[src/verilog/phy_regs_consts.svh]
// constants for the 10base operations and extended control registers
// assumes one 50 mhz core clock; included by the register block only
`ifndef PHY_REGS_CONSTS_SVH
`define PHY_REGS_CONSTS_SVH

// ==========================================================
// management frame
`define MDIO_PRE_LEN 6'd32
`define MDIO_OP_READ 2'b10
`define MDIO_OP_WRITE 2'b01
`define PHY_ADDR_DEF 5'h01

// ==========================================================
// register offsets
`define REG_TENB_OPS 5'h12
`define REG_EXT_CTL2 5'h13

// ==========================================================
// 10base operations fields and reset
`define TENB_POL_REV 14
`define TENB_JAB_INH 5
`define TENB_RSV_ONE 4
`define TENB_APOL_INH 3
`define TENB_SQE_INH 2
`define TENB_LINK_INH 1
`define TENB_SQL_INH 0
`define TENB_WR_MASK 16'h003f
`define TENB_RST 16'h0010

// ==========================================================
// extended control fields and reset
`define EXT_NODE_REP 15
`define EXT_PRIO_STRAP 14
`define EXT_RFAULT 13
`define EXT_APD_10 1
`define EXT_APD_100 0
`define EXT_WR_MASK 16'h0003
`define EXT_RST 16'h0003

// ==========================================================
// timing
`define CLK_PERIOD_NS 20
`define SQE_PULSE_NS 1000
`define SQE_PULSE_CYC ((`SQE_PULSE_NS + `CLK_PERIOD_NS - 1) / `CLK_PERIOD_NS)
`define STRAP_WAIT_CYC 2'd3

`endif

[src/verilog/phy_mgmt_pkg.sv]
// types shared by the management register block
// assumes the constants header for all numeric values
package phy_mgmt_pkg;

  // ==========================================================
  // serial management frame walker
  typedef enum logic [2:0] {
    ms_pre,
    ms_start,
    ms_op,
    ms_addr,
    ms_ta,
    ms_rd,
    ms_wr
  } mdio_state_t;

endpackage

[src/verilog/sync_two_ff.sv]
// two flip-flop synchroniser for pin levels
// assumes inputs are quasi-static or sampled well below core rate
`timescale 1ns/1ps
module sync_two_ff #(
  parameter int W = 1
) (
  input wire logic core_clk_in,
  input wire logic sys_rst_in,
  input wire logic [W-1:0] d_in,
  output logic [W-1:0] q_out
);

  logic [W-1:0] meta_r;

  // ==========================================================
  // first stage feeds only the second stage
  always_ff @(posedge core_clk_in or posedge sys_rst_in) begin
    if (sys_rst_in) begin
      meta_r <= '0;
      q_out <= '0;
    end else begin
      meta_r <= d_in;
      q_out <= meta_r;
    end
  end

endmodule

[src/verilog/sqe_pulse_gen.sv]
// collision test pulse after each transmission ends
// assumes tx enable already synchronised to the core clock
`timescale 1ns/1ps
module sqe_pulse_gen #(
  parameter int CYC = 50
) (
  input wire logic core_clk_in,
  input wire logic sys_rst_in,
  input wire logic tx_en_in,
  input wire logic test_en_in,
  output logic pulse_out
);

  logic tx_en_d_r;
  logic [15:0] cnt_r;

  // ==========================================================
  // end of frame detect and pulse length count
  always_ff @(posedge core_clk_in or posedge sys_rst_in) begin
    if (sys_rst_in) begin
      tx_en_d_r <= 1'b0;
      cnt_r <= 16'h0000;
      pulse_out <= 1'b0;
    end else begin
      tx_en_d_r <= tx_en_in;
      if (tx_en_d_r && !tx_en_in && test_en_in) begin
        cnt_r <= 16'(CYC);
        pulse_out <= 1'b1;
      end else if (cnt_r > 16'h0001) begin
        cnt_r <= cnt_r - 16'h0001;
      end else begin
        cnt_r <= 16'h0000;
        pulse_out <= 1'b0;
      end
    end
  end

endmodule

[src/verilog/phy_10bt_ops_ext_ctrl_regs.sv]
// 10base operations and extended control registers with mdio slave
// assumes mdc and mdio come from pins; mode inputs from core logic
//
// Behaviour
// - polarity reversed status reported in latched bit
// - reversed pair handled transparently by receive path
// - jabber checking unless jabber inhibit set
// - auto polarity correction unless inhibit set
// - polarity inhibit also governs 100 mode
// - sqe test generated in 10 mode unless inhibit set
// - collision pulse after transmit enable falls
// - no sqe test in full duplex, repeater
// - inhibit bit keeps value under automatic suppression
// - link loss inhibit forces link passed
// - squelch inhibit requires data then idle
// - node repeater strap read back live
// - repeater defaults sqe off, rx-only carrier sense
// - pin register priority strap read back
// - remote fault mirrors partner fault bit
// - reserved bits read zero, writes ignored, except 10base ops bit 4, which resets to one and is writable
// - 10 transceiver off in 100 mode
// - 100 transceiver off in 10 mode
// - isolate powers down both transceivers
`timescale 1ns/1ps
`include "phy_regs_consts.svh"
module phy_10bt_ops_ext_ctrl_regs
  import phy_mgmt_pkg::*;
#(
  parameter logic [4:0] PHY_ADDR = `PHY_ADDR_DEF,
  parameter int SQE_CYC = `SQE_PULSE_CYC
) (
  input wire logic core_clk_in,
  input wire logic sys_rst_in,
  input wire logic mdc_in,
  input wire logic mdio_in,
  output logic mdio_out,
  output logic mdio_oe_n_out,
  input wire logic node_repeater_strap_in,
  input wire logic pin_register_priority_strap_in,
  input wire logic rx_pol_swapped_in,
  input wire logic rx_active_in,
  input wire logic rx_link_detect_in,
  input wire logic tx_en_in,
  input wire logic speed_100_in,
  input wire logic full_duplex_in,
  input wire logic isolate_in,
  input wire logic remote_fault_in,
  output logic rx_pol_invert_out,
  output logic jabber_check_en_out,
  output logic link_pass_out,
  output logic link_need_idle_out,
  output logic sqe_col_out,
  output logic crs_out,
  output logic pd_10_out,
  output logic pd_100_out
);

  // ==========================================================
  // pin synchronisation
  logic [6:0] pin_s;
  logic mdc_s;
  logic mdio_s;
  logic rep_s;
  logic prio_s;
  logic pol_s;
  logic rxact_s;
  logic txen_s;

  sync_two_ff #(
    .W(7)
  ) u_sync (
    .core_clk_in(core_clk_in),
    .sys_rst_in(sys_rst_in),
    .d_in({mdc_in, mdio_in, node_repeater_strap_in,
           pin_register_priority_strap_in, rx_pol_swapped_in,
           rx_active_in, tx_en_in}),
    .q_out(pin_s)
  );

  assign mdc_s = pin_s[6];
  assign mdio_s = pin_s[5];
  assign rep_s = pin_s[4];
  assign prio_s = pin_s[3];
  assign pol_s = pin_s[2];
  assign rxact_s = pin_s[1];
  assign txen_s = pin_s[0];

  // mdc rising edge, seen from the synchronised copy only
  logic mdc_d_r;
  logic mdc_rise;

  always_ff @(posedge core_clk_in or posedge sys_rst_in) begin
    if (sys_rst_in) begin
      mdc_d_r <= 1'b0;
    end else begin
      mdc_d_r <= mdc_s;
    end
  end

  assign mdc_rise = mdc_s && !mdc_d_r;

  // ==========================================================
  // register storage
  logic [15:0] tenb_r;
  logic [15:0] ext_r;
  logic pol_latch_r;
  logic [1:0] strap_wait_r;
  logic strap_done_r;
  logic [15:0] rd18_val;
  logic [15:0] rd19_val;

  // frame walker outputs used by the register store
  logic wr_stb_r;
  logic [4:0] wr_reg_r;
  logic [15:0] wr_sh_r;
  logic rd18_stb_r;

  // read views; reserved positions come back as zero, except 10base ops bit 4 from the store
  assign rd18_val = (tenb_r & `TENB_WR_MASK) |
                    (16'(pol_latch_r) << `TENB_POL_REV);
  assign rd19_val = (ext_r & `EXT_WR_MASK) |
                    (16'(rep_s) << `EXT_NODE_REP) |
                    (16'(prio_s) << `EXT_PRIO_STRAP) |
                    (16'(remote_fault_in) << `EXT_RFAULT);

  // strap wait: the synchroniser needs a few edges after release
  // before the strap level is trustworthy
  always_ff @(posedge core_clk_in or posedge sys_rst_in) begin
    if (sys_rst_in) begin
      strap_wait_r <= 2'd0;
      strap_done_r <= 1'b0;
    end else if (!strap_done_r) begin
      if (strap_wait_r == `STRAP_WAIT_CYC) begin
        strap_done_r <= 1'b1;
      end else begin
        strap_wait_r <= strap_wait_r + 2'd1;
      end
    end
  end

  // 10base operations control bits
  always_ff @(posedge core_clk_in or posedge sys_rst_in) begin
    if (sys_rst_in) begin
      tenb_r <= `TENB_RST;
    end else if (!strap_done_r && strap_wait_r == `STRAP_WAIT_CYC) begin
      tenb_r[`TENB_SQE_INH] <= rep_s;
    end else if (wr_stb_r && wr_reg_r == `REG_TENB_OPS) begin
      tenb_r <= wr_sh_r & `TENB_WR_MASK;
    end
  end

  // extended control bits; reserved writes are dropped
  always_ff @(posedge core_clk_in or posedge sys_rst_in) begin
    if (sys_rst_in) begin
      ext_r <= `EXT_RST;
    end else if (wr_stb_r && wr_reg_r == `REG_EXT_CTL2) begin
      ext_r <= wr_sh_r & `EXT_WR_MASK;
    end
  end

  // polarity latch: read clears, a live reversal wins over the clear
  always_ff @(posedge core_clk_in or posedge sys_rst_in) begin
    if (sys_rst_in) begin
      pol_latch_r <= 1'b0;
    end else if (pol_s) begin
      pol_latch_r <= 1'b1;
    end else if (rd18_stb_r) begin
      pol_latch_r <= 1'b0;
    end
  end

  // ==========================================================
  // serial management frame walker
  mdio_state_t st_r;
  logic [5:0] cnt_r;
  logic [5:0] ones_r;
  logic [1:0] op_r;
  logic [9:0] addr_sh_r;
  logic hit_r;
  logic [15:0] rd_sh_r;
  logic [9:0] addr_nxt;
  logic hit_nxt;

  // phy address and register are complete on the last address bit
  assign addr_nxt = {addr_sh_r[8:0], mdio_s};
  assign hit_nxt = (addr_nxt[9:5] == PHY_ADDR) &&
                   (addr_nxt[4:0] == `REG_TENB_OPS ||
                    addr_nxt[4:0] == `REG_EXT_CTL2);

  // walker state, samples on every mdc rise
  always_ff @(posedge core_clk_in or posedge sys_rst_in) begin
    if (sys_rst_in) begin
      st_r <= ms_pre;
      cnt_r <= 6'd0;
      ones_r <= 6'd0;
      op_r <= 2'b00;
      addr_sh_r <= 10'h000;
      hit_r <= 1'b0;
    end else if (mdc_rise) begin
      unique case (st_r)
        ms_pre: begin
          if (mdio_s) begin
            if (ones_r != `MDIO_PRE_LEN) begin
              ones_r <= ones_r + 6'd1;
            end
          end else if (ones_r == `MDIO_PRE_LEN) begin
            st_r <= ms_start;
          end else begin
            ones_r <= 6'd0;
          end
        end
        ms_start: begin
          ones_r <= 6'd0;
          cnt_r <= 6'd0;
          st_r <= mdio_s ? ms_op : ms_pre;
        end
        ms_op: begin
          op_r <= {op_r[0], mdio_s};
          if (cnt_r == 6'd1) begin
            st_r <= ms_addr;
            cnt_r <= 6'd0;
          end else begin
            cnt_r <= cnt_r + 6'd1;
          end
        end
        ms_addr: begin
          addr_sh_r <= addr_nxt;
          if (cnt_r == 6'd9) begin
            hit_r <= hit_nxt && (op_r == `MDIO_OP_READ ||
                                 op_r == `MDIO_OP_WRITE);
            st_r <= ms_ta;
            cnt_r <= 6'd0;
          end else begin
            cnt_r <= cnt_r + 6'd1;
          end
        end
        ms_ta: begin
          if (cnt_r == 6'd0) begin
            cnt_r <= 6'd1;
          end else if (op_r == `MDIO_OP_READ) begin
            st_r <= ms_rd;
            cnt_r <= 6'd15;
          end else begin
            st_r <= ms_wr;
            cnt_r <= 6'd0;
          end
        end
        ms_rd: begin
          if (cnt_r == 6'd0) begin
            st_r <= ms_pre;
          end else begin
            cnt_r <= cnt_r - 6'd1;
          end
        end
        ms_wr: begin
          if (cnt_r == 6'd15) begin
            st_r <= ms_pre;
            cnt_r <= 6'd0;
          end else begin
            cnt_r <= cnt_r + 6'd1;
          end
        end
      endcase
    end
  end

  // read snapshot taken as the address completes
  always_ff @(posedge core_clk_in or posedge sys_rst_in) begin
    if (sys_rst_in) begin
      rd_sh_r <= 16'h0000;
      rd18_stb_r <= 1'b0;
    end else begin
      rd18_stb_r <= 1'b0;
      if (mdc_rise && st_r == ms_addr && cnt_r == 6'd9) begin
        rd_sh_r <= (addr_nxt[4:0] == `REG_TENB_OPS) ? rd18_val : rd19_val;
        rd18_stb_r <= hit_nxt && op_r == `MDIO_OP_READ &&
                      addr_nxt[4:0] == `REG_TENB_OPS;
      end else if (mdc_rise && (st_r == ms_rd ||
                   (st_r == ms_ta && cnt_r == 6'd1))) begin
        rd_sh_r <= {rd_sh_r[14:0], 1'b0};
      end
    end
  end

  // mdio driver: turnaround zero, then sixteen bits msb first
  always_ff @(posedge core_clk_in or posedge sys_rst_in) begin
    if (sys_rst_in) begin
      mdio_out <= 1'b1;
      mdio_oe_n_out <= 1'b1;
    end else if (mdc_rise) begin
      if (st_r == ms_ta && hit_r && op_r == `MDIO_OP_READ) begin
        mdio_oe_n_out <= 1'b0;
        mdio_out <= (cnt_r == 6'd0) ? 1'b0 : rd_sh_r[15];
      end else if (st_r == ms_rd && hit_r && cnt_r != 6'd0) begin
        mdio_out <= rd_sh_r[15];
      end else begin
        mdio_oe_n_out <= 1'b1;
        mdio_out <= 1'b1;
      end
    end
  end

  // write data shift and strobe on the last data bit
  always_ff @(posedge core_clk_in or posedge sys_rst_in) begin
    if (sys_rst_in) begin
      wr_sh_r <= 16'h0000;
      wr_stb_r <= 1'b0;
      wr_reg_r <= 5'h00;
    end else begin
      wr_stb_r <= 1'b0;
      if (mdc_rise && st_r == ms_wr) begin
        wr_sh_r <= {wr_sh_r[14:0], mdio_s};
        if (cnt_r == 6'd15) begin
          wr_stb_r <= hit_r;
          wr_reg_r <= addr_sh_r[4:0];
        end
      end
    end
  end

  // ==========================================================
  // sqe test pulse
  logic sqe_en;
  logic sqe_pulse;

  // suppression is computed here and never written back to the bit
  assign sqe_en = !tenb_r[`TENB_SQE_INH] && !full_duplex_in &&
                  !rep_s && !speed_100_in;

  sqe_pulse_gen #(
    .CYC(SQE_CYC)
  ) u_sqe (
    .core_clk_in(core_clk_in),
    .sys_rst_in(sys_rst_in),
    .tx_en_in(txen_s),
    .test_en_in(sqe_en),
    .pulse_out(sqe_pulse)
  );

  // ==========================================================
  // derived controls, all registered
  always_ff @(posedge core_clk_in or posedge sys_rst_in) begin
    if (sys_rst_in) begin
      rx_pol_invert_out <= 1'b0;
      jabber_check_en_out <= 1'b1;
      link_pass_out <= 1'b0;
      link_need_idle_out <= 1'b0;
      sqe_col_out <= 1'b0;
      crs_out <= 1'b0;
      pd_10_out <= 1'b0;
      pd_100_out <= 1'b0;
    end else begin
      // receive path corrects the pair in either speed
      rx_pol_invert_out <= pol_s && !tenb_r[`TENB_APOL_INH];
      jabber_check_en_out <= !tenb_r[`TENB_JAB_INH];
      link_pass_out <= tenb_r[`TENB_LINK_INH] || rx_link_detect_in;
      link_need_idle_out <= tenb_r[`TENB_SQL_INH];
      sqe_col_out <= sqe_pulse;
      crs_out <= rxact_s || (txen_s && !rep_s);
      pd_10_out <= isolate_in ||
                   (ext_r[`EXT_APD_10] && speed_100_in);
      pd_100_out <= isolate_in ||
                    (ext_r[`EXT_APD_100] && !speed_100_in);
    end
  end

endmodule

[config.mk]
export PLATFORM = sky130hd
export DESIGN_NAME = phy_10bt_ops_ext_ctrl_regs
export DESIGN_NICKNAME = d
export VERILOG_FILES = /design/src/verilog/phy_mgmt_pkg.sv /design/src/verilog/sync_two_ff.sv /design/src/verilog/sqe_pulse_gen.sv /design/src/verilog/phy_10bt_ops_ext_ctrl_regs.sv
export VERILOG_INCLUDE_DIRS = /design/src /design/src/verilog
export SDC_FILE = /design/constraint.sdc
export NUM_CORES = 1
export LEC_CHECK = 0
export ABC_AREA = 0
export BUFFER_PORTS_ARGS = -buffer_cell sky130_fd_sc_hd__buf_2
export CAP_MARGIN = 20
export CORE_MARGIN = 3
export CORE_UTILIZATION = 35
export CTS_BUF_LIST = sky130_fd_sc_hd__clkbuf_2
export CTS_CLUSTER_DIAMETER = 50
export DETAILED_ROUTE_END_ITERATION = 8
export SLEW_MARGIN = 20
export SYNTH_ARGS = -nofsm -noshare
export SYNTH_HDL_FRONTEND = slang
export SYNTH_SLANG_ARGS = --single-unit
[constraint.sdc]
create_clock -name core_clk_in -period 5.4 [get_ports core_clk_in]
set_input_delay 1.35 -clock core_clk_in [delete_from_list [all_inputs] [get_ports core_clk_in]]
set_output_delay 1.35 -clock core_clk_in [all_outputs]
set_load 0.02 [all_outputs]
==> impl_metrics.py <==
metrics = {
    "setup_path": {
        "worst_r2r_startpoint": "st_r[0]",
        "cp_data_arrival_time_ns": 3.43,
        "critPathLaunchType": "flip-flop",
        "required_ns": 5.90,
        "worst-r2r-setup-slack_ns": 2.47,
        "criticalPathCategory": "flip-flop to flip-flop",
        "r2r_end": "rd_sh_r[5]",
        "cp-end-kind": "flip-flop",
        "reg2reg_depth": 5,
        "path_max_fanout": 29,
    },
    "clock_tree": {
        "cts.reportedPaths.clkPinSlew_ns": 0.28,
        "cts.sinks": 111,
        "ctsHoldBuffers": 0,
        "cts_tree": "yes",
        "h-tree-depth": 3,
        "cts_root_buffer": "clkbuf_2",
        "numCtsBuffers": 9,
        "cts_resized": 0,
        "post_cts_buffers": 0,
        "clockBufferDepth": 2,
        "clock_latency_ns": 0.59,
    },
    "power_and_ir_drop": {
        "p_leak_nw": 2.45,
        "power_switching_mw": 0.449,
        "ir_drop_mv": 0.0979,
        "p_comb_share_pct": 13.0,
        "power.density_nw_per_um2": 293,
        "power_mw": 1.60,
        "power.internal_mw": 1.15,
        "power_frac_seq_pct": 60.8,
        "pwr-share-clk_pct": 26.2,
        "swShare_pct": 28.1,
    },
    "floorplan": {
        "io_pins": 24,
        "start_util_pct": 36.2,
        "die_area_um2": 16000,
        "die_width_um": 127,
        "die_height_um": 127,
        "rows": 43,
        "core_area_um2": 14000,
    },
    "placement": {
        "port_buffers": 23,
        "hpwl_um": 6740,
        "numPlacedInstances": 639,
        "routabilityCongestion": 0.835,
    },
    "final_layout": {
        "multi_input_area_um2": 2110,
        "fillCellCount": 1358,
        "syn_to_final_growth_pct": 7.68,
        "nets": 494,
        "drive_above_1_share_pct": 21.1,
        "fin_cells": 655,
        "n_antenna_cell": 0,
        "seqCellArea_um2": 2790,
    },
    "min_path": {
        "min_delay_path_depth": 0,
        "min_path_type": "flip-flop to flip-flop",
        "hold_start": "u_sync.meta_r[5]",
        "min_to": "u_sync.q_out[5]",
    },
    "timing": {
        "slew_viol_final": 0,
        "final.period_utilization_pct": 54.3,
        "fmax_mhz": 341,
        "rsz0062_at_grt": "no",
        "worst_pin_slew_ns": 0.888,
        "setup_tns_ns": 0,
        "hold_viol": 0,
        "slew_headroom_pct": 40.8,
        "setup_violations": 0,
        "skew_ns": 0.0312,
        "period_minus_slack_ns": 2.93,
    },
    "grt": {
        "grt_pass1_wl_um": 16500,
        "grtUsageTotal_pct": 12.6,
        "grt_pass1_vias": 3400,
        "grt_overflow": 0,
        "antenna_found_initial": 0,
        "grt_max_degree": 87,
    },
    "yosys": {
        "synth_nets": 479,
        "mappedNetlistArea_um2": 5080,
        "avgSynthCellArea_um2": 11.2,
        "ys_seq_area_share_pct": 54.8,
        "synth_top_area_share_pct": 51.7,
        "syn_inst": 455,
        "yosysWarnings": 0,
        "yosys_most_used_dff": "dfrtp_1",
        "yosys.area.top_type": "dfrtp_1",
        "async_flop_share_pct": 100,
        "synth.distinct_cells": 59,
        "synth-seq-cells": 111,
        "synth_edf_count": 0,
        "synth_area_leaders": "dfrtp_1 (52%), mux2_2 (7.1%), dfstp_2 (3.1%)",
    },
    "run_status": {
        "status": "complete, no violations",
    },
    "drt": {
        "wl_um": 9540,
        "vias": 3337,
        "drc_errors": 0,
        "ant_nets": 0,
        "drtIter0Drc": 179,
        "drt-pass1-iter-count": 5,
        "wl_per_cell_um": 14.6,
        "vias_per_cell": 5.09,
    },
    "flow_run": {
        "timing.max_cap.violations": 0,
    },
}
[worst max-delay path, stage by stage, from the launching register on]
cell and delay (ns):
dfrtp_1 0.99, and3b_1 0.27, and2_1 0.43, and3_1 0.73, nor2_2 0.11, a221o_1 0.32
[metal layers]
layer,vias up,track usage [%],share of wire [%]
met5,-,0,0
met4,0,4.54,2.3
met3,18,3.37,3.1
met2,54,19.9,48
met1,1642,16.7,47
li1,1623,-,-
[cells in the mapped netlist (6+ instances only)]
master and count:
xor2_1 7, o21ai_0 18, inv_1 23, dfstp_2 6
buf_2 11, nor2b_1 6, nand2b_1 7, mux2_2 32
nor3_1 16, nor2_1 40, nand2_1 29, ha_1 10
mux2i_1 13, xnor2_1 9, a21oi_1 15, o31ai_1 8
a21o_1 8, clkbuf_1 6, dfrtp_1 105, nor2_2 8
nand3_1 10
[power groups by stage]
stage | Combinational [mW] | Clock, mW | Sequential, mW
2_1_floorplan | 0.159 | 0 | 0.979
6_report | 0.208 | 0.419 | 0.974
5_1_grt | 0.239 | 0.478 | 0.986
3_5_place_dp | 0.214 | 0 | 0.986
4_1_cts | 0.213 | 0.444 | 0.974
3_3_place_gp | 0.203 | 0 | 0.984
[stage by stage]
step | worst slack [ns] | utilization, % | hold slack [ns] | area (µm²)
floorplan | 1.13 | - | 0.331 | 5080
global placement | 2.61 | 37.9 | 0.332 | 5330
detailed placement | 2.55 | 37.9 | 0.335 | 5330
CTS | 2.50 | 39.0 | 0.392 | 5470
global route | 2.25 | 39.0 | 0.396 | 5470
finish | 2.47 | 39.0 | 0.389 | 5470
[state kept, by name, indices dropped and copies added, names as in the netlist, 2 cells and up]
| signal | count |
|---|---|
| cnt_r | 6 |
| u_sync.q_out | 7 |
| tenb_r | 6 |
| u_sync.meta_r | 7 |
| wr_reg_r | 5 |
| wr_sh_r | 6 |
| op_r | 2 |
| addr_sh_r | 9 |
| u_sqe.cnt_r | 16 |
| rd_sh_r | 16 |
| strap_wait_r | 2 |
| st_r | 3 |
| ones_r | 6 |
| ext_r | 2 |
[cell families (layout without fill, tap and decap cells)]
family | count (synthesis) | in the layout | share of synthesized area, %
simple gates | 150 | 150 | 15.8
xor+xnor | 16 | 16 | 2.76
flops | 111 | 111 | 54.8
buf+inv | 43 | 63 | 3.74
compound gates | 80 | 80 | 10.8
fa+ha+maj | 10 | 10 | 2.46
mux | 45 | 45 | 9.65
[cells in the final DEF, fill, tap and decap left out, types with 13 or more instances in the layout]
cell type / instances
o21ai_0: 18
mux2_2: 32
inv_1: 22
dfrtp_1: 105
buf_2: 23
nand2_1: 29
a21oi_1: 15
nor3_1: 16
nor2_1: 40
mux2i_1: 13
[cell type report]
type / count / share of cell area [%]
sequential: 111 / 50.9
clock buffer: 9 / 0.823
multi-input combinational: 301 / 38.5
clock inverter: 7 / 1.76
timing repair buffer: 24 / 2.24
tap: 180 / 4.12
inverter: 23 / 1.67
[worst max path at each step]
stage	startpoint	endpoint	depth (start not counted)
final	st_r[0]	rd_sh_r[5]	5
after global routing	st_r[0]	rd_sh_r[5]	5
after CTS	st_r[0]	rd_sh_r[5]	5
after detailed placement	st_r[0]	rd_sh_r[5]	5
after global placement	st_r[0]	rd_sh_r[5]	5
after floorplan	sys_rst_in	addr_sh_r[0]	1
No activity file was read; power rests on OpenSTA's default activity.
